[config.mk]
export PLATFORM = sky130hd
export DESIGN_NAME = peripheral_trigger_routing
export DESIGN_NICKNAME = d
export VERILOG_FILES = /design/src/hdl/trig_route_pkg.sv /design/src/hdl/trigger_select.sv /design/src/hdl/peripheral_trigger_routing.sv
export SDC_FILE = /design/constraint.sdc
export NUM_CORES = 1
export LEC_CHECK = 0
export ABC_AREA = 1
export BUFFER_PORTS_ARGS = -buffer_cell sky130_fd_sc_hd__buf_2
export CORE_MARGIN = 1.5
export CORE_UTILIZATION = 52
export CTS_BUF_LIST = sky130_fd_sc_hd__clkbuf_4
export DETAILED_ROUTE_END_ITERATION = 6
export GPL_ROUTABILITY_DRIVEN = 0
export PLACE_DENSITY = 0.8
export SETUP_SLACK_MARGIN = 0.5
export SLEW_MARGIN = 20
export SYNTH_ARGS = -nofsm -noshare
export SYNTH_HDL_FRONTEND = slang
export SYNTH_SLANG_ARGS = --single-unit
[constraint.sdc]
create_clock -name clk_i -period 2 [get_ports clk_i]
set_clock_uncertainty 0.2 [all_clocks]
set_input_delay 0.2 -clock clk_i [delete_from_list [all_inputs] [get_ports clk_i]]
set_output_delay 0.2 -clock clk_i [all_outputs]
set_load 0.01 [all_outputs]
[src/hdl/trig_route_pkg.sv]
package trig_route_pkg;

    // register byte offsets
    localparam logic [7:0] CONV_CTRL_OFF = 8'h00; // converter trigger control
    localparam logic [7:0] SERIAL_CTRL_OFF = 8'h04; // serial port source selects
    localparam logic [7:0] CMP_CTRL_OFF = 8'h08; // comparator trigger mode
    localparam logic [7:0] DMA_CTRL_OFF = 8'h0C; // dma trigger enables
    localparam logic [7:0] TIMER_TRIG_OFF = 8'h10; // timer trigger selects
    localparam logic [7:0] FLEX_TRIG_OFF = 8'h14; // flexible i/o trigger selects
    localparam logic [7:0] STATUS_OFF = 8'h18; // read-only live state
    localparam int NUM_CFG = 6; // writable registers
    localparam int NUM_REGS = 7; // all mapped registers

    // field positions
    localparam int CONV_ALT_BIT = 0; // conv_alt_trigger_enable
    localparam int CONV_SEL_LSB = 1; // conv_trigger_source_select [4:1]
    localparam int CONV_PRE_BIT = 5; // conv_pretrigger_ab_select
    localparam int SER0_TX_LSB = 0; // serial0_tx_source_select [1:0]
    localparam int SER1_TX_LSB = 2; // serial1_tx_source_select [3:2]
    localparam int SER0_RX_BIT = 4; // serial0_rx_source_select
    localparam int SER1_RX_BIT = 5; // serial1_rx_source_select
    localparam int CMP_COMPARATOR_TRIGGER_MODE_BIT = 0; // comparator_trigger_mode
    localparam int DMA_EN0_BIT = 0; // dma channel 0 trigger enable
    localparam int DMA_EN1_BIT = 1; // dma channel 1 trigger enable
    localparam int TIMER_GTB_LSB = 12; // global_timebase_enable per timer
    localparam int SEL_W = 4; // width of each trigger_input_select

    // reset value, masks
    localparam logic [31:0] CFG_RESET = 32'h0000_0000;
    localparam logic [31:0] WR_MASK [NUM_CFG] = '{
        32'h0000_003F, 32'h0000_003F, 32'h0000_0001,
        32'h0000_0003, 32'h0000_7FFF, 32'h0000_FFFF
    };

    // trigger source codes
    localparam logic [3:0] SRC_EXT_PIN = 4'h0; // external_trigger_pin
    localparam logic [3:0] SRC_CMP_OUT = 4'h1; // comparator_output
    localparam logic [3:0] SRC_PIT_F0 = 4'h2; // periodic_flag_zero
    localparam logic [3:0] SRC_PIT_F1 = 4'h3; // periodic_flag_one
    localparam logic [3:0] SRC_TOF0 = 4'h4; // timer0 counter_overflow_flag
    localparam logic [3:0] SRC_TOF1 = 4'h5; // timer1 counter_overflow_flag
    localparam logic [3:0] SRC_TOF2 = 4'h6; // timer2 counter_overflow_flag
    localparam logic [3:0] SRC_RTC_ALARM = 4'h7; // clock alarm
    localparam logic [3:0] SRC_RTC_SEC = 4'h8; // clock seconds
    localparam logic [3:0] SRC_LOW_POWER_TIMER = 4'h9; // low_power_timer trigger
    localparam int NUM_SRC = 16; // 10-15 read low

    // serial transmit modulation choices
    localparam logic [1:0] TX_PLAIN = 2'h0; // no modulation
    localparam logic [1:0] TX_MOD_T1 = 2'h1; // timer1 channel 0
    localparam logic [1:0] TX_MOD_T2 = 2'h2; // timer2 channel 0

    // axi responses
    localparam logic [1:0] RESP_OKAY = 2'h0;
    localparam logic [1:0] RESP_SLVERR = 2'h2;

    // event sources
    typedef struct packed {
        logic external_trigger_pin; // trigger pin level
        logic comparator_output; // comparator result
        logic periodic_flag_zero; // periodic timer flag 0
        logic periodic_flag_one; // periodic timer flag 1
        logic [2:0] counter_overflow_flag; // per timer overflow
        logic rtc_alarm; // clock alarm flag
        logic rtc_seconds; // clock seconds flag
        logic low_power_timer_trigger; // low power timer trigger
        logic t1_chan0_event_flag; // timer1 channel 0 flag
        logic t1_chan1_event_flag; // timer1 channel 1 flag
        logic t2_chan0_event_flag; // timer2 channel 0 flag
    } trig_src_t;

    // converter trigger pair
    typedef struct packed {
        logic trigger; // hardware trigger
        logic pretrigger_b; // 0 = a conversion, 1 = b
    } conv_trig_t;

endpackage : trig_route_pkg

[src/hdl/trigger_select.sv]
`timescale 1ns/10ps
`default_nettype none
module trigger_select
    import trig_route_pkg::*;
#(
    parameter int N = NUM_SRC // number of source lines
) (
    input wire logic clk_i, // system clock
    input wire logic rst_n_i, // synchronous reset, low
    input wire logic [N-1:0] src_i, // source lines
    input wire logic [$clog2(N)-1:0] sel_i, // source code
    output logic trig_o // registered chosen source
);

    logic nxt_trig; // next output
    logic trig_ff; // output register

    // pick the coded source
    always_comb begin
        nxt_trig = src_i[sel_i];
    end

    // register the choice
    always_ff @(posedge clk_i) begin
        if (!rst_n_i) begin
            trig_ff <= 1'b0;
        end else begin
            trig_ff <= nxt_trig;
        end
    end

    assign trig_o = trig_ff;

endmodule : trigger_select
`default_nettype wire

[src/hdl/peripheral_trigger_routing.sv]
`timescale 1ns/10ps
`default_nettype none
// What this block does
// - alt disabled: timer1 ch0 to a, ch1 to b; both in one cycle go to b
// - converter trigger from selected source, a/b chosen
// - low power timer triggers comparator when enabled
// - serial transmit modulated by timer1 or timer2 ch0
// - periodic flags trigger dma channels 0 and 1
// - serial receive may come from comparator output
module peripheral_trigger_routing
    import trig_route_pkg::*;
#(
    parameter int NUM_TIMERS = 3, // timer units
    parameter int NUM_FLEX = 4, // flexible i/o timers
    parameter int TB_W = 16 // timebase counter width
) (
    input wire logic clk_i, // system bus clock
    input wire logic rst_n_i, // synchronous reset, low
    // axi4-lite slave
    input wire logic [7:0] s_axi_awaddr, // write address
    input wire logic s_axi_awvalid, // write address valid
    output logic s_axi_awready, // write address ready
    input wire logic [31:0] s_axi_wdata, // write data
    input wire logic [3:0] s_axi_wstrb, // byte enables
    input wire logic s_axi_wvalid, // write data valid
    output logic s_axi_wready, // write data ready
    output logic [1:0] s_axi_bresp, // write response
    output logic s_axi_bvalid, // write response valid
    input wire logic s_axi_bready, // write response ready
    input wire logic [7:0] s_axi_araddr, // read address
    input wire logic s_axi_arvalid, // read address valid
    output logic s_axi_arready, // read address ready
    output logic [31:0] s_axi_rdata, // read data
    output logic [1:0] s_axi_rresp, // read response
    output logic s_axi_rvalid, // read data valid
    input wire logic s_axi_rready, // read data ready
    // sources
    input wire trig_src_t src_i, // event sources
    input wire logic [TB_W-1:0] t1_timebase_i, // timer1 counter
    input wire logic [1:0] serial_tx_i, // serial transmit data
    input wire logic [1:0] serial_rx_pin_i, // serial receive pins
    // sinks
    output conv_trig_t conv_trig_o, // converter trigger
    output logic cmp_trigger_o, // comparator trigger
    output logic [NUM_TIMERS-1:0] timer_trigger_o, // timer trigger inputs
    output logic [NUM_TIMERS-1:0] timebase_enable_o, // use global timebase
    output logic [TB_W-1:0] timebase_count_o, // shared timebase value
    output logic [NUM_FLEX-1:0] flex_trigger_o, // flexible i/o triggers
    output logic [1:0] serial_tx_o, // serial transmit pins
    output logic [1:0] serial_rx_o, // serial receive inputs
    output logic [1:0] dma_request_o // dma channel requests
);

    // register file
    logic [31:0] cfg_ff [NUM_CFG]; // configuration words
    logic [31:0] nxt_cfg [NUM_CFG]; // next configuration
    // write channel state
    logic aw_have_ff, nxt_aw_have; // address held
    logic [7:0] aw_addr_ff, nxt_aw_addr; // held address
    logic w_have_ff, nxt_w_have; // data held
    logic [31:0] w_data_ff, nxt_w_data; // held data
    logic [3:0] w_strb_ff, nxt_w_strb; // held byte enables
    logic bvalid_ff, nxt_bvalid; // response pending
    logic [1:0] bresp_ff, nxt_bresp; // response code
    // read channel state
    logic rvalid_ff, nxt_rvalid; // read data pending
    logic [31:0] rdata_ff, nxt_rdata; // read data
    logic [1:0] rresp_ff, nxt_rresp; // read response
    // routed outputs
    conv_trig_t conv_ff, nxt_conv; // converter trigger
    logic cmp_ff, nxt_cmp; // comparator trigger
    logic [1:0] tx_ff, nxt_tx; // serial transmit
    logic [1:0] rx_ff, nxt_rx; // serial receive
    logic [1:0] dma_ff, nxt_dma; // dma requests
    logic [TB_W-1:0] tb_ff, nxt_tb; // timebase copy
    // helpers
    logic [NUM_SRC-1:0] src_vec; // coded source lines
    logic conv_sel_trig; // selected converter source
    logic [31:0] status_word; // live state for reads

    // spread the source struct onto the coded lines
    always_comb begin
        src_vec = '0;
        src_vec[SRC_EXT_PIN] = src_i.external_trigger_pin;
        src_vec[SRC_CMP_OUT] = src_i.comparator_output;
        src_vec[SRC_PIT_F0] = src_i.periodic_flag_zero;
        src_vec[SRC_PIT_F1] = src_i.periodic_flag_one;
        src_vec[SRC_TOF0] = src_i.counter_overflow_flag[0];
        src_vec[SRC_TOF1] = src_i.counter_overflow_flag[1];
        src_vec[SRC_TOF2] = src_i.counter_overflow_flag[2];
        src_vec[SRC_RTC_ALARM] = src_i.rtc_alarm;
        src_vec[SRC_RTC_SEC] = src_i.rtc_seconds;
        src_vec[SRC_LOW_POWER_TIMER] = src_i.low_power_timer_trigger;
    end

    // converter source chooser, one cycle latency
    trigger_select #(.N(NUM_SRC)) u_conv_sel (
        .clk_i(clk_i),
        .rst_n_i(rst_n_i),
        .src_i(src_vec),
        .sel_i(cfg_ff[0][CONV_SEL_LSB +: SEL_W]),
        .trig_o(conv_sel_trig)
    );

    // per-timer trigger choosers
    generate
        for (genvar t = 0; t < NUM_TIMERS; t++) begin : g_timer
            trigger_select #(.N(NUM_SRC)) u_sel (
                .clk_i(clk_i),
                .rst_n_i(rst_n_i),
                .src_i(src_vec),
                .sel_i(cfg_ff[4][t*SEL_W +: SEL_W]),
                .trig_o(timer_trigger_o[t])
            );
            assign timebase_enable_o[t] = cfg_ff[4][TIMER_GTB_LSB + t];
        end
        for (genvar f = 0; f < NUM_FLEX; f++) begin : g_flex
            trigger_select #(.N(NUM_SRC)) u_sel (
                .clk_i(clk_i),
                .rst_n_i(rst_n_i),
                .src_i(src_vec),
                .sel_i(cfg_ff[5][f*SEL_W +: SEL_W]),
                .trig_o(flex_trigger_o[f])
            );
        end
    endgenerate

    // routing of fixed paths
    always_comb begin
        // alt disabled: timer1 channel flags drive a and b directly
        if (!cfg_ff[0][CONV_ALT_BIT]) begin
            nxt_conv.trigger = src_i.t1_chan0_event_flag | src_i.t1_chan1_event_flag;
            nxt_conv.pretrigger_b = src_i.t1_chan1_event_flag;
        end else begin
            // selected source, a/b from the pretrigger select
            nxt_conv.trigger = conv_sel_trig;
            nxt_conv.pretrigger_b = cfg_ff[0][CONV_PRE_BIT];
        end
        nxt_cmp = src_i.low_power_timer_trigger & cfg_ff[2][CMP_COMPARATOR_TRIGGER_MODE_BIT];
        for (int p = 0; p < 2; p++) begin
            // transmit optionally gated by a timer channel 0 carrier
            unique case (cfg_ff[1][p*2 +: 2])
                TX_MOD_T1: nxt_tx[p] = serial_tx_i[p] & src_i.t1_chan0_event_flag;
                TX_MOD_T2: nxt_tx[p] = serial_tx_i[p] & src_i.t2_chan0_event_flag;
                default: nxt_tx[p] = serial_tx_i[p];
            endcase
        end
        nxt_rx[0] = cfg_ff[1][SER0_RX_BIT] ? src_i.comparator_output : serial_rx_pin_i[0];
        nxt_rx[1] = cfg_ff[1][SER1_RX_BIT] ? src_i.comparator_output : serial_rx_pin_i[1];
        nxt_dma[0] = src_i.periodic_flag_zero & cfg_ff[3][DMA_EN0_BIT];
        nxt_dma[1] = src_i.periodic_flag_one & cfg_ff[3][DMA_EN1_BIT];
        nxt_tb = t1_timebase_i;
    end

    // register routed outputs
    always_ff @(posedge clk_i) begin
        if (!rst_n_i) begin
            conv_ff <= '0;
            cmp_ff <= 1'b0;
            tx_ff <= 2'h3;
            rx_ff <= 2'h3;
            dma_ff <= '0;
            tb_ff <= '0;
        end else begin
            conv_ff <= nxt_conv;
            cmp_ff <= nxt_cmp;
            tx_ff <= nxt_tx;
            rx_ff <= nxt_rx;
            dma_ff <= nxt_dma;
            tb_ff <= nxt_tb;
        end
    end

    // live state visible to software
    always_comb begin
        status_word = '0;
        status_word[NUM_SRC-1:0] = src_vec;
        status_word[16] = conv_ff.trigger;
        status_word[17] = conv_ff.pretrigger_b;
        status_word[18] = src_i.t1_chan0_event_flag;
        status_word[19] = src_i.t1_chan1_event_flag;
        status_word[20] = src_i.t2_chan0_event_flag;
    end

    // axi write path: address and data in any order, then one response
    always_comb begin
        logic aw_take; // address accepted now
        logic w_take; // data accepted now
        logic [7:0] addr; // effective address
        logic [2:0] idx; // word index
        aw_take = s_axi_awvalid & s_axi_awready;
        w_take = s_axi_wvalid & s_axi_wready;
        nxt_aw_have = aw_have_ff | aw_take;
        nxt_aw_addr = aw_take ? s_axi_awaddr : aw_addr_ff;
        nxt_w_have = w_have_ff | w_take;
        nxt_w_data = w_take ? s_axi_wdata : w_data_ff;
        nxt_w_strb = w_take ? s_axi_wstrb : w_strb_ff;
        nxt_bvalid = bvalid_ff & ~s_axi_bready;
        nxt_bresp = bresp_ff;
        nxt_cfg = cfg_ff;
        addr = nxt_aw_addr;
        idx = addr[4:2];
        if (nxt_aw_have && nxt_w_have && !bvalid_ff) begin
            nxt_aw_have = 1'b0;
            nxt_w_have = 1'b0;
            nxt_bvalid = 1'b1;
            nxt_bresp = RESP_OKAY;
            if (addr[7:5] == 3'h0 && int'(idx) < NUM_CFG) begin
                // byte lanes through the writable mask
                for (int b = 0; b < 4; b++) begin
                    if (nxt_w_strb[b]) begin
                        nxt_cfg[idx][b*8 +: 8] = nxt_w_data[b*8 +: 8] & WR_MASK[idx][b*8 +: 8];
                    end
                end
            end else if (addr != STATUS_OFF) begin
                nxt_bresp = RESP_SLVERR; // unmapped
            end
        end
    end

    // axi read path: one cycle to data
    always_comb begin
        logic [2:0] ridx; // read word index
        ridx = s_axi_araddr[4:2];
        nxt_rvalid = rvalid_ff & ~s_axi_rready;
        nxt_rdata = rdata_ff;
        nxt_rresp = rresp_ff;
        if (s_axi_arvalid && s_axi_arready) begin
            nxt_rvalid = 1'b1;
            nxt_rresp = RESP_OKAY;
            if (s_axi_araddr[7:5] == 3'h0 && int'(ridx) < NUM_CFG) begin
                nxt_rdata = cfg_ff[ridx];
            end else if (s_axi_araddr == STATUS_OFF) begin
                nxt_rdata = status_word;
            end else begin
                nxt_rdata = '0; // unmapped
                nxt_rresp = RESP_SLVERR;
            end
        end
    end

    // register bus state
    always_ff @(posedge clk_i) begin
        if (!rst_n_i) begin
            for (int i = 0; i < NUM_CFG; i++) begin
                cfg_ff[i] <= CFG_RESET;
            end
            aw_have_ff <= 1'b0;
            aw_addr_ff <= '0;
            w_have_ff <= 1'b0;
            w_data_ff <= '0;
            w_strb_ff <= '0;
            bvalid_ff <= 1'b0;
            bresp_ff <= RESP_OKAY;
            rvalid_ff <= 1'b0;
            rdata_ff <= '0;
            rresp_ff <= RESP_OKAY;
        end else begin
            cfg_ff <= nxt_cfg;
            aw_have_ff <= nxt_aw_have;
            aw_addr_ff <= nxt_aw_addr;
            w_have_ff <= nxt_w_have;
            w_data_ff <= nxt_w_data;
            w_strb_ff <= nxt_w_strb;
            bvalid_ff <= nxt_bvalid;
            bresp_ff <= nxt_bresp;
            rvalid_ff <= nxt_rvalid;
            rdata_ff <= nxt_rdata;
            rresp_ff <= nxt_rresp;
        end
    end

    // handshake outputs
    assign s_axi_awready = ~aw_have_ff & ~bvalid_ff;
    assign s_axi_wready = ~w_have_ff & ~bvalid_ff;
    assign s_axi_bvalid = bvalid_ff;
    assign s_axi_bresp = bresp_ff;
    assign s_axi_arready = ~rvalid_ff;
    assign s_axi_rvalid = rvalid_ff;
    assign s_axi_rdata = rdata_ff;
    assign s_axi_rresp = rresp_ff;

    // routed sinks
    assign conv_trig_o = conv_ff;
    assign cmp_trigger_o = cmp_ff;
    assign serial_tx_o = tx_ff;
    assign serial_rx_o = rx_ff;
    assign dma_request_o = dma_ff;
    assign timebase_count_o = tb_ff;

endmodule : peripheral_trigger_routing
`default_nettype wire

======== Yosys cells after proc, flatten, opt, wreduce, memory -nomap -nowiden ========
Memory sizes are Yosys's and may differ from the RTL's.
Cells that the tools add are included.
cells by class
  reduce and logical (&&, ||, !) cells .... 11
  bitwise gates (word level) .............. 29
  multiplexer cells ....................... 59
  equality and inequality tests ........... 6
  $lt $le $gt $ge ......................... 13
operators with widths
  cell                                                                     number
  192-bit two-way mux                                                      10
  192-bit bitwise mux                                                      4
  32-bit demux with 3-bit select                                           4
  32-bit two-way mux                                                       7
  32-bit binary-select mux with 3-bit select                               1
  4-bit by 5-bit < comparator with 1-bit output, second input constant     8
  8-bit AND                                                                4
  1-bit binary-select mux with 4-bit select                                8
  24-bit two-way mux                                                       1
  21-bit two-way mux                                                       1
  16-bit two-way mux                                                       1
  8-bit two-way mux                                                        2
  1-bit AND                                                                13
  1-bit two-way mux                                                        12
  2-bit two-way mux                                                        5
  8-bit by 5-bit equality test with 1-bit output, second input constant    1
  4-bit >= comparator, second input constant                               2
  8-bit by 5-bit inequality test with 1-bit output, second input constant  1
  3-bit inverter with 4-bit output                                         2
  1-bit inverter                                                           7
  1-bit logical AND                                                        6
  3-bit logical NOT                                                        2
  3-bit < comparator, second input constant                                2
  2-bit by 1-bit equality test with 1-bit output, second input constant    2
  other kinds (8)                                                          12
storage, ports and cells
  register bits after elaboration ......... 309
  memories kept ........................... 1
  logic and storage cells ................. 150
  ROM bits ................................ 256
memory list
  memory           depth  bits a word  rd ports  clocked after memory_dff  wr ports  RTL line                           RTL
  (no name shown)  8      32           1         0                         0         peripheral_trigger_routing.sv:212  nxt_cfg[idx][b*8 +: 8] = nxt_w_data[b*8 +: 8] & WR_MASK[idx][b*8 +: 8];

======== Depth between registers and ports, before layout ========
Gate-level depths: netlist of the first run.
  depth after elaboration ................. 23
  mapped depth ............................ 13
  mapped depth without buffers ............ 11

======== Hierarchy ========
A second synthesis of the first run with hierarchy kept.
unflattened totals
  cell total of the unflattened synthesis .. 1513
  area total of the unflattened synthesis .. 9520.4 µm²
modules (own cells, without submodules)
  module                      cells each  area each (µm²)  sequential area each (µm²)  times used
  peripheral_trigger_routing  1113        7718.7           3503.4                      1
  trigger_select              50          225.2            20.0                        8

======== Least setup slack after synthesis of the first run ========
Ideal clock, no wire load.
  kind .................................... reg-to-reg
  start point ............................. register bvalid_ff, in the netlist s_axi_bvalid
  end point ............................... register cfg_ff[40] (netlist bit)
  setup slack ............................. 0.017 ns
  data required time ...................... 1.690 ns
  path buffers ............................ 1
  arrival time ............................ 1.673 ns
  cell stages (with the launch flop) ...... 8
  cell sequence ........................... dfxtp_1 nor2_1 nand2_1 o21ai_2 buf_2 nand4_1 nand2_1 nor2_1
between the ends
  elaborated cells between the ends (all ways) .. 44
RTL lines
  item                    RTL line                           RTL
  from (decl)             peripheral_trigger_routing.sv:63   logic bvalid_ff, nxt_bvalid;
  from (signal assigned)  peripheral_trigger_routing.sv:265  bvalid_ff <= nxt_bvalid;
  1-bit inverter *        peripheral_trigger_routing.sv:275  assign s_axi_wready = ~w_have_ff & ~bvalid_ff;
  1-bit AND *             peripheral_trigger_routing.sv:275
  net s_axi_wready        peripheral_trigger_routing.sv:26   output logic s_axi_wready,
  1-bit AND *             peripheral_trigger_routing.sv:192  w_take = s_axi_wvalid & s_axi_wready;
  4-bit two-way mux       peripheral_trigger_routing.sv:197  nxt_w_strb = w_take ? s_axi_wstrb : w_strb_ff;
  192-bit two-way mux     peripheral_trigger_routing.sv:211  if (nxt_w_strb[b]) begin
  192-bit two-way mux     peripheral_trigger_routing.sv:208  if (addr[7:5] == 3'h0 && int'(idx) < NUM_CFG) begin
  192-bit two-way mux     peripheral_trigger_routing.sv:203  if (nxt_aw_have && nxt_w_have && !bvalid_ff) begin
  [... 2 more ...]        -
  192-bit two-way mux     peripheral_trigger_routing.sv:208
  192-bit two-way mux     peripheral_trigger_routing.sv:203
  192-bit bitwise mux     peripheral_trigger_routing.sv:212
  192-bit two-way mux     peripheral_trigger_routing.sv:211
  192-bit two-way mux     peripheral_trigger_routing.sv:208
  192-bit two-way mux     peripheral_trigger_routing.sv:203
  192-bit bitwise mux     peripheral_trigger_routing.sv:212
  192-bit two-way mux     peripheral_trigger_routing.sv:211
  to (signal assigned)    peripheral_trigger_routing.sv:259  cfg_ff <= nxt_cfg;
  to (decl)               peripheral_trigger_routing.sv:55   logic [31:0] cfg_ff [NUM_CFG];
The timed path passes the listed nets; every way through them passes the cells marked *. The select of a mux whose other input is x is not followed.
A chain may end at the register's enable or synchronous reset.

======== Final worst setup path of the first run ========
  start point ............................. register aw_have_ff
  end point ............................... register cfg_ff[96] (netlist bit)
between the ends
  longest elaborated chain between the ends .. 23
  elaborated cells between the ends (all ways) .. 38
ends and longest elaborated chain
  item                                                                           RTL line                           RTL
  from (decl)                                                                    peripheral_trigger_routing.sv:58   logic aw_have_ff, nxt_aw_have;
  from (signal assigned)                                                         peripheral_trigger_routing.sv:260  aw_have_ff <= nxt_aw_have;
  1-bit inverter                                                                 peripheral_trigger_routing.sv:274  assign s_axi_awready = ~aw_have_ff & ~bvalid_ff;
  1-bit AND                                                                      peripheral_trigger_routing.sv:274
  1-bit AND                                                                      peripheral_trigger_routing.sv:191  aw_take = s_axi_awvalid & s_axi_awready;
  8-bit two-way mux                                                              peripheral_trigger_routing.sv:194  nxt_aw_addr = aw_take ? s_axi_awaddr : aw_addr_ff;
  3-bit inverter with 4-bit output (implied by the code)                         peripheral_trigger_routing.sv:212
  4-bit >= comparator (implied by the code) (tied with other cells)              peripheral_trigger_routing.sv:212
  1-bit logical AND (implied by the code) or 32-bit two-way mux (tied branches)  -
  8-bit two-way mux (implied by the code) or 32-bit two-way mux (tied branches)  -
  [... 7 more ...]                                                               -
  192-bit two-way mux                                                            peripheral_trigger_routing.sv:208
  192-bit two-way mux                                                            peripheral_trigger_routing.sv:203
  192-bit bitwise mux                                                            peripheral_trigger_routing.sv:212
  192-bit two-way mux                                                            peripheral_trigger_routing.sv:211
  192-bit two-way mux                                                            peripheral_trigger_routing.sv:208
  192-bit two-way mux                                                            peripheral_trigger_routing.sv:203
  192-bit bitwise mux                                                            peripheral_trigger_routing.sv:212
  192-bit two-way mux                                                            peripheral_trigger_routing.sv:211
Parallel ways exist; a longest one is shown, timed or not. The select of a mux whose other input is x is not followed.

==> metrics.txt, run 1 <==
worst skew pair latency 610 ps; met2 Use GR 49.6%; CTS root buf clkbuf_4; grt total ovfl 0; floorplan row count 46; io pins 168; Place WS -68.1 ps; Initial Util 53.5%; total CTS buffers 17; CP Data Arrival Time 2410 ps; antenna-violating nets left 0; min-delay src s_axi_awaddr[4]; Core Region 0.0160 mm^2; Slew Viols, Final 0; post-layout util 73.1%; worst vdd ir 433 uV; Die W 131 um; Port Buffer Count 144; TritonCTS clock tree built; Initial DRC Count 985; fmax 485 MHz; period utilisation layout 103%; Post-Syn Area 0.00856 mm^2; Synth Instances 1251; Via-to-Cell Ratio 5.44; Synth area leader dfxtp_1; CP max FO 8; Switching Power 2360 uW; CTS H-tree lvls 4; met1 Resource Use GR 38.2%; Area growth syn-to-layout 36.6%; buffer depth of the longest clock path 2; Tmin final 2060 ps; overall routed net length 28.2 mm; Fin Setup TNS -506 ps; WHS -147 ps; worst-case reg-to-reg path depth 12; Hold Crit Endpoint aw_addr_ff[4]; clock transition at the registers of the reported paths 150 ps; status finished with violations; Crit-path slowest cell dfxtp_2; Final setup viols 27; Req. time, crit path 2350 ps; setup ws final -60.0 ps; failing checks hold timing, setup timing; met3 usage 5.52%; crit-path max cell delay 360 ps; area fraction of the dominant cell type after synthesis 42.8%; Startpoint Class flip-flop; first-pass GRT wire length 41.6 mm; Worst Hold Path Cells 5; Worst setup EP type flip-flop; Int Power 4940 uW; RSZ-0062 raised after global routing yes; Pwr Density 624 mW/mm^2; vias in the first global route 8376; Pre-antenna DRT Iters 7; RR Startpoint aw_have_ff; CTS sink cnt 183; final cell count without fillers 1729; Yosys reg bits 183; Worst R2R End cfg_ff[96]; HP Class in -> reg; via count 9406; Die Ht 131 um; Pleak 0.00539 uW; Detailed Place HPWL 16.2 mm; Critical path origin aw_have_ff; synth warn 0; Clk network pwr share 25.5%; kind of critical path reg -> reg; Flop pwr share 52.1%; die area 0.0172 mm^2; Synth Area per Inst 6.85 um^2; switch share 32.3%; layout cells sized above 1 27.3%; Max Cap Viol 0; Synth cell types 31; sequential-to-total area share from yosys stat 42.8%; crit-path cells nor2_4, buf_6, nand3_1, nand2_2, nand3_4, nor2_4, buf_12, buf_16, nand3_4, nand2_2, inv_2, nor2_1; DR WL/cell 16.3 um; nets 1592; FF-to-FF setup slack -60 ps; GRT Max-Usage Layer met2; DP Cell Count 1567; Post-route DRC 0; largest cells by area after synthesis dfxtp_1 43%, nand2_1 12%, inv_1 8.0%; initial antenna violation count 1; Tot GR Track Use 30.1%; combinational power share 22.3%; final hold vios 19; largest net degree at the start of global routing 75
==> critical path: cells and delay by family, from the launching register on <==
family / cells / cell delay [ps]
flops: 1 / 360
buf+inv: 4 / 460
simple gates: 8 / 1000
==> power by group through the flow <==
stage	sequential [uW]	combinational (uW)	clock (uW)
after floorplan	3890	727	0
after global placement	3870	1140	0
after detailed placement	3870	1160	0
after CTS	3800	1440	1850
after global routing	3810	1740	2010
final	3800	1630	1860
==> metrics by stage <==
| stage | instance area [um^2] | hold WS, ps | total power [uW] |
|---|---|---|---|
| 3_3_place_gp | 9530 | 179 | 5010 |
| 4_1_cts | 11100 | -270 | 7090 |
| 5_1_grt | 11700 | -141 | 7560 |
| 2_1_floorplan | 8650 | 97.6 | 4620 |
| 3_5_place_dp | 9530 | 183 | 5030 |
| 6_report | 11700 | -147 | 7290 |
==> area by class of cell <==
type | count | area, um^2
fill | 1177 | 4310
multi-input combinational | 804 | 4110
sequential | 183 | 3740
timing repair buffer | 301 | 2610
inverter | 189 | 722
tap | 216 | 270
clock buffer | 18 | 135
clock inverter | 14 | 104
timing repair inverter | 2 | 10.0
antenna | 2 | 5.00
==> cell usage after synthesis <==
cell,n
nand2_1,273
dfxtp_1,183
inv_1,183
nor2_1,143
o21ai_0,115
a21oi_1,92
nand3_1,69
clkbuf_1,42
nand4_1,34
buf_4,26
o21a_1,15
nor3_1,14
o211ai_1,12
buf_2,6
buf_6,5
nand3_4,5
clkinv_1,4
nand3_2,4
nor2_2,4
buf_1,3
nand2_2,3
nor4_1,3
ha_1,2
inv_2,2
nand3b_1,2
nor2_4,2
a21oi_4,1
buf_12,1
conb_1,1
mux2i_1,1
o21ai_2,1
==> what timing repair did <==
action	4_1_cts	5_1_grt
hold buffers	78	3
endpoints found under the hold margin	156	14
pin swaps	17	36
gates cloned	6	4
resized for setup	86	130
setup buffers	15	23
setup endpoints to repair	147	205
==> cell usage in the layout (no fill, tap or decap), types with 3 or more instances in the layout <==
master / synthesis / layout
nor2_2: 4 / 5
dfxtp_2: 0 / 51
o21a_1: 15 / 15
conb_1: 1 / 5
clkbuf_4: 0 / 18
buf_2: 6 / 102
nor2_1: 143 / 136
a21oi_2: 0 / 6
nand2_1: 273 / 243
dfxtp_1: 183 / 129
clkinvlp_4: 0 / 5
clkinv_4: 0 / 6
buf_4: 26 / 56
a21oi_1: 92 / 86
dfxtp_4: 0 / 3
o21ai_0: 115 / 99
nand3_1: 69 / 59
o21ai_1: 0 / 14
inv_1: 183 / 165
o211ai_1: 12 / 12
dlygate4sd3_1: 0 / 78
buf_16: 0 / 3
buf_6: 5 / 48
nand3_4: 5 / 13
nand2_4: 0 / 5
nand3_2: 4 / 9
nor2_4: 2 / 8
clkinv_2: 0 / 5
nand2_2: 3 / 29
nand4_1: 34 / 34
nor3_1: 14 / 13
inv_2: 2 / 19
buf_12: 1 / 11
==> how the worst max path moves through the flow <==
stage,end,slack [ps],depth (start not counted)
finish,cfg_ff[96],-60,12
detailed placement,cfg_ff[135],-70,11
global route,cfg_ff[96],-150,12
global placement,cfg_ff[134],-0.1,11
CTS,cfg_ff[143],30,11
floorplan,cfg_ff[129],110,11
==> metal layers <==
layer	part of all wire [%]	wire length, um	vias up
li1	-	-	4446
met1	39	11000	4318
met2	48	13600	549
met3	8.7	2460	93
met4	4.0	1130	0
met5	0	0	-
==> state kept, by name (all words and copies together), names as in the netlist, 3 cells and up <==
signal,flops
cfg_ff,93
s_axi_rdata,22
timebase_count_o,16
w_data_ff,16
aw_addr_ff,8
g_flex.u_sel.trig_o,4
g_timer.u_sel.trig_o,3
timebase_enable_o,3
==> cell families (layout without fill, tap and decap cells) <==
logic type / Yosys count / count (layout) / synth area share, %
AND/OR/NAND/NOR: 556 / 560 / 28.2
other: 1 / 7 / 0.0438
flip-flops: 183 / 183 / 42.8
buffers and inverters: 272 / 524 / 13.8
AO/OA/AOI/OAI: 236 / 236 / 14.8
multiplexers: 1 / 1 / 0.117
adder cells (fa/ha/maj): 2 / 2 / 0.292
(Power assumes the default switching activity.)
==> run 2, diff against run 1 <==
--- a/config.mk
+++ b/config.mk
@@ -7,13 +7,15 @@
 export LEC_CHECK = 0
 export ABC_AREA = 1
 export BUFFER_PORTS_ARGS = -buffer_cell sky130_fd_sc_hd__buf_2
+export CAP_MARGIN = 15
 export CORE_MARGIN = 1.5
 export CORE_UTILIZATION = 52
 export CTS_BUF_LIST = sky130_fd_sc_hd__clkbuf_4
 export DETAILED_ROUTE_END_ITERATION = 6
 export GPL_ROUTABILITY_DRIVEN = 0
-export PLACE_DENSITY = 0.8
+export PLACE_DENSITY = 0.79
 export SETUP_SLACK_MARGIN = 0.5
+export SKIP_CTS_REPAIR_TIMING = 1
 export SLEW_MARGIN = 20
 export SYNTH_ARGS = -nofsm -noshare
 export SYNTH_HDL_FRONTEND = slang
==> metrics.txt, run 2 (synthesis results as in run 1) <==
most frequent cells in the layout 251 x nand2_1, 176 x inv_1, 136 x nor2_1, 132 x dfxtp_1, 106 x buf_2 (was 243 x nand2_1, 165 x inv_1, 136 x nor2_1, 129 x dfxtp_1, 102 x buf_2); Initial DRC Count 975 (was 985); status finished with violations (unchanged); Req. time, crit path 2360 ps (was 2350 ps); Initial Util 53.5% (unchanged); leading cell type in the layout, fill and taps excluded nand2_1 (unchanged); Worst setup EP type flip-flop (unchanged); Max Cap Viol 0 (unchanged); CP top delay family simple AND/OR/NAND/NOR gates (unchanged); CP max FO 8 (unchanged); CTS H-tree lvls 4 (unchanged); fmax 478 MHz (was 485 MHz); io pins 168 (unchanged); FF-to-FF setup slack -90 ps (was -60 ps); Crit-path slowest cell dfxtp_4 (was dfxtp_2); initial antenna violation count 0 (was 1); post-placement cell area 0.00952 mm^2 (was 0.00953 mm^2); TritonCTS clock tree built (unchanged); headroom to the max-slew limit 66.2%; floorplan row count 46 (unchanged); min-delay src rst_n_i (was s_axi_awaddr[4]); Pre-antenna DRT Iters 6 (was 7); failing checks hold timing, setup timing (unchanged); total CTS buffers 17 (unchanged); RR Startpoint s_axi_bvalid (was aw_have_ff); Tot GR Track Use 26.0% (was 30.1%); Hold Crit Endpoint cfg_ff[132] (was aw_addr_ff[4]); Worst Hold Path Cells 3 (was 5); grt total ovfl 0 (unchanged); kind of critical path reg -> reg (unchanged); Final setup viols 28 (was 27); Most flops, register cfg_ff (unchanged); antenna cell count 0 (was 2); buffer depth of the longest clock path 2 (unchanged); period utilisation layout 105% (was 103%); worst skew pair latency 610 ps (about the same); CP Data Arrival Time 2460 ps (was 2410 ps); Port Buffer Count 144 (unchanged); Tmin final 2090 ps (was 2060 ps); setup ws final -92.7 ps (was -60.0 ps); nets 1587 (was 1592); Detailed Place HPWL 15.7 mm (was 16.2 mm); Slew Viols, Final 0 (unchanged); CTS sink cnt 183 (unchanged); Die W 131 um (unchanged); Core Region 0.0160 mm^2 (unchanged); Pleak 0.00535 uW (was 0.00539 uW); Worst R2R End cfg_ff[162] (was cfg_ff[96]); antenna-violating nets left 0 (unchanged); largest net degree at the start of global routing 70 (was 75); Die Ht 131 um (unchanged); max FFs per register 93 (unchanged); Via-to-Cell Ratio 5.30 (was 5.44); via count 9128 (was 9406); Fin Setup TNS -857 ps (was -506 ps); worst vdd ir 440 uV (was 433 uV); final hold vios 55 (was 19); Startpoint Class flip-flop (unchanged); CP dominant cell by count nand2_2; worst-margin pin slew 503 ps; DR WL/cell 15.4 um (was 16.3 um); clock transition at the registers of the reported paths 160 ps (was 150 ps); final instance area 0.0116 mm^2 (was 0.0117 mm^2); Post-route DRC 0 (unchanged); first-pass GRT wire length 36.0 mm (was 41.6 mm); crit-path cells nor2_4, buf_6, nand3b_1, nand2_2, nand3_4, nor2_4, buf_12, buf_12, nand3_4, nand2_2, nand2_2, nor2_2 (was nor2_4, buf_6, nand3_1, nand2_2, nand3_4, nor2_4, buf_12, buf_16, nand3_4, nand2_2, inv_2, nor2_1); die area 0.0172 mm^2 (unchanged); WHS -231 ps (was -147 ps); overall routed net length 26.6 mm (was 28.2 mm); Area growth syn-to-layout 35.3% (was 36.6%); Pwr Density 669 mW/mm^2 (was 624 mW/mm^2); crit-path max cell delay 380 ps (was 360 ps); RSZ-0062 raised after global routing yes (unchanged); vias in the first global route 7360 (was 8376); layout cells sized above 1 25.1% (was 27.3%); CTS root buf clkbuf_4 (unchanged); worst-case reg-to-reg path depth 12 (unchanged); HP Class in -> reg (unchanged); WP buf/inv 3 (was 4)
run 2: cell count changes in the layout (fill, tap and decap cells not counted), moves of 5 or more:
cell,previous run,this run
nand2_2,29,24
inv_1,165,176
a21oi_2,6,1
nand2_1,243,251
a21oi_1,86,91
inv_2,19,9
clkinv_4,6,1
run 2: how the worst max path moves through the flow:
stage,start,end,slack [ps],depth (start not counted)
6_report,s_axi_bvalid,cfg_ff[162],-90,12
5_1_grt,s_axi_bvalid,cfg_ff[162],-170,12
4_1_cts,aw_have_ff,cfg_ff[134],-90,11
3_5_place_dp,aw_have_ff,cfg_ff[135],-60,11
3_3_place_gp,aw_have_ff,cfg_ff[134],10,11
2_1_floorplan,s_axi_bvalid,cfg_ff[129],110,11
run 2: power breakdown:
group | total [uW] | leakage (uW) | internal (uW) | switching (uW)
clock network | 2330 | 0.000165 | 1000 | 1330
registers | 3810 | 0.00151 | 3760 | 47.3
logic | 1610 | 0.00367 | 674 | 936
run 2: through the flow:
step / power, uW / hold WS, ps / setup WS, ps / util (%) / instances
final: 7750 / -231 / -92.7 / 72.4 / 1722
after global routing: 8060 / -249 / -167 / 72.4 / 1722
after CTS: 7310 / -471 / -87.9 / 61.6 / 1602
after detailed placement: 5040 / 183 / -60.1 / 59.5 / 1570
after global placement: 5020 / 180 / 10.3 / 59.5 / 1570
after floorplan: 4620 / 97.6 / 109 / - / 1255
run 2: worst reg2reg max path, cell delays in order (launching register included):
cell	delay [ps]
dfxtp_4	380
nor2_4	180
buf_6	140
nand3b_1	90
nand2_2	120
nand3_4	90
nor2_4	150
buf_12	160
buf_12	140
nand3_4	160
nand2_2	130
nand2_2	50
nor2_2	100
run 2: area by class of cell:
class                      count  area [um^2]
clock inverter                15          199
clock buffer                  17          128
multi-input combinational    805         4040
fill                        1216         4410
sequential                   183         3730
tap                          216          270
inverter                     189          714
timing repair buffer         297         2510
run 2: routing by layer:
layer | routed length, um | GRT usage, %
met3 | 2060 | 5.29
met5 | 0 | 0
met2 | 12700 | 41.4
met1 | 10900 | 34.5
met4 | 998 | 10.7
==> run 3, diff against run 2 <==
--- a/config.mk
+++ b/config.mk
@@ -9,11 +9,11 @@
 export BUFFER_PORTS_ARGS = -buffer_cell sky130_fd_sc_hd__buf_2
 export CAP_MARGIN = 15
 export CORE_MARGIN = 1.5
-export CORE_UTILIZATION = 52
+export CORE_UTILIZATION = 62
 export CTS_BUF_LIST = sky130_fd_sc_hd__clkbuf_4
 export DETAILED_ROUTE_END_ITERATION = 6
 export GPL_ROUTABILITY_DRIVEN = 0
-export PLACE_DENSITY = 0.79
+export PLACE_DENSITY = 0.88
 export SETUP_SLACK_MARGIN = 0.5
 export SKIP_CTS_REPAIR_TIMING = 1
 export SLEW_MARGIN = 20
==> constraint.sdc (replaced) <==
create_clock -name clk_i -period 2.6 [get_ports clk_i]
set_clock_uncertainty 0.2 [all_clocks]
set_input_delay 0.26 -clock clk_i [delete_from_list [all_inputs] [get_ports clk_i]]
set_output_delay 0.26 -clock clk_i [all_outputs]
set_load 0.01 [all_outputs]
==> metrics.txt, run 3 (synthesis results as in run 1) <==
max FFs per register 93 (unchanged); Most flops, register cfg_ff (unchanged); CTS sink cnt 183 (unchanged); Die Ht 121 um (was 131 um); Final setup viols 0 (was 28); Hold Crit Endpoint w_strb_ff[1] (was cfg_ff[132]); Area growth syn-to-layout 26.3% (was 35.3%); buffer depth of the longest clock path 2 (unchanged); setup ws final 259 ps (was -92.7 ps); Pre-antenna DRT Iters 7 (was 6); layout cells sized above 1 18.9% (was 25.1%); Max Cap Viol 0 (unchanged); die area 0.0145 mm^2 (was 0.0172 mm^2); Die W 121 um (was 131 um); min-delay src s_axi_wstrb[1] (was rst_n_i); CTS H-tree lvls 4 (unchanged); Initial Util 64.2% (was 53.5%); total CTS buffers 17 (unchanged); failing checks DRC (was hold timing, setup timing); initial antenna violation count 0 (unchanged); HP Class in -> reg (unchanged); Pleak 0.00509 uW (was 0.00535 uW); via count 9796 (was 9128); Tmin final 2340 ps (was 2090 ps); worst skew pair latency 620 ps (was 610 ps); Startpoint Class flip-flop (unchanged); clock transition at the registers of the reported paths 160 ps (about the same); Tot GR Track Use 30.6% (was 26.0%); RR Startpoint aw_have_ff (was s_axi_bvalid); worst-case reg-to-reg path depth 12 (unchanged); Initial DRC Count 1541 (was 975); Fin Setup TNS 0 ps (was -857 ps); CTS root buf clkbuf_4 (unchanged); Port Buffer Count 144 (unchanged); RSZ-0062 raised after global routing yes (unchanged); Worst Hold Path Cells 6 (was 3); final cell count without fillers 1650 (was 1722); Post-route DRC 36 (was 0); overall routed net length 29.5 mm (was 26.6 mm); nets 1556 (was 1587); CP max FO 8 (unchanged); Req. time, crit path 2970 ps (was 2360 ps); status finished with violations (unchanged); vias in the first global route 7373 (was 7360); overall power 5720 uW (was 7750 uW); Via-to-Cell Ratio 5.94 (was 5.30); post-layout util 81.0% (was 72.4%); fmax 427 MHz (was 478 MHz); antenna-violating nets left 0 (unchanged); FF-to-FF setup slack 260 ps (was -90 ps); first-pass GRT wire length 35.0 mm (was 36.0 mm); Place WS 256 ps (was -60.1 ps); largest net degree at the start of global routing 95 (was 70); period utilisation layout 90.0% (was 105%); grt total ovfl 0 (unchanged); floorplan row count 42 (was 46); final hold vios 0 (was 55); worst vdd ir 450 uV (was 440 uV); Worst R2R End cfg_ff[132] (was cfg_ff[162]); headroom to the max-slew limit 57.4% (was 66.2%); most frequent cells in the layout 256 x nand2_1, 182 x inv_1, 181 x dfxtp_1, 146 x buf_2, 136 x nor2_1 (was 251 x nand2_1, 176 x inv_1, 136 x nor2_1, 132 x dfxtp_1, 106 x buf_2); kind of critical path reg -> reg (unchanged); DR WL/cell 17.9 um (was 15.4 um); antenna cell count 0 (unchanged); TritonCTS clock tree built (unchanged); leading cell type in the layout, fill and taps excluded nand2_1 (unchanged); met2 Use GR 49.1% (was 41.4%); Pwr Density 529 mW/mm^2 (was 669 mW/mm^2); DP Cell Count 1512 (was 1570); Slew Viols, Final 0 (unchanged); worst-margin pin slew 626 ps (was 503 ps); met3 usage 5.99% (was 5.29%); Detailed Place HPWL 15.3 mm (was 15.7 mm); io pins 168 (unchanged); Core Region 0.0133 mm^2 (was 0.0160 mm^2); met1 Resource Use GR 40.8% (was 34.5%); Worst setup EP type flip-flop (unchanged); CP Data Arrival Time 2710 ps (was 2460 ps); GRT Max-Usage Layer met2 (unchanged)
run 3: where the power goes:
part | leakage, uW | switching (uW) | internal, uW
Sequential | 0.00149 | 34.8 | 2890
Combinational | 0.00347 | 766 | 439
Clock | 0.000133 | 1020 | 568
Total | 0.00509 | 1820 | 3900
run 3: area by class of cell:
type,instances,area [um^2]
clock buffer,18,135
clock inverter,13,133
fill,817,2540
inverter,189,713
multi-input combinational,807,4010
sequential,183,3670
tap,176,220
timing repair buffer,264,1930
run 3: layer usage:
layer	part of all wire, %	up-vias
li1	-	4378
met2	46	808
met1	36	4373
met5	0	-
met4	6.3	0
met3	12	237
run 3: critical path: stages (launching register included):
cell and delay (ps):
dfxtp_2 380, nor2_4 240, nand2_4 140, nand2_1 100, nand2_2 80, inv_1 140
nand2_2 120, nor2_4 210, buf_4 160, nand3_2 160, nand2_1 150, nand2_1 90
nor2_1 120
run 3: worst max-delay path by stage:
stage,start,to,slack (ps),cells past startpoint
global placement,s_axi_bvalid,cfg_ff[76],310,11
finish,aw_have_ff,cfg_ff[132],260,12
global route,aw_have_ff,cfg_ff[132],210,12
CTS,s_axi_bvalid,cfg_ff[76],220,10
detailed placement,s_axi_bvalid,cfg_ff[76],260,11
floorplan,s_axi_bvalid,cfg_ff[40],620,7
run 3: through the flow:
stage | instance area [um^2] | hold WS, ps
floorplan | 8580 | 158
global placement | 9240 | 223
detailed placement | 9240 | 229
CTS | 9510 | -386
global route | 10800 | 37.1
finish | 10800 | 16.1
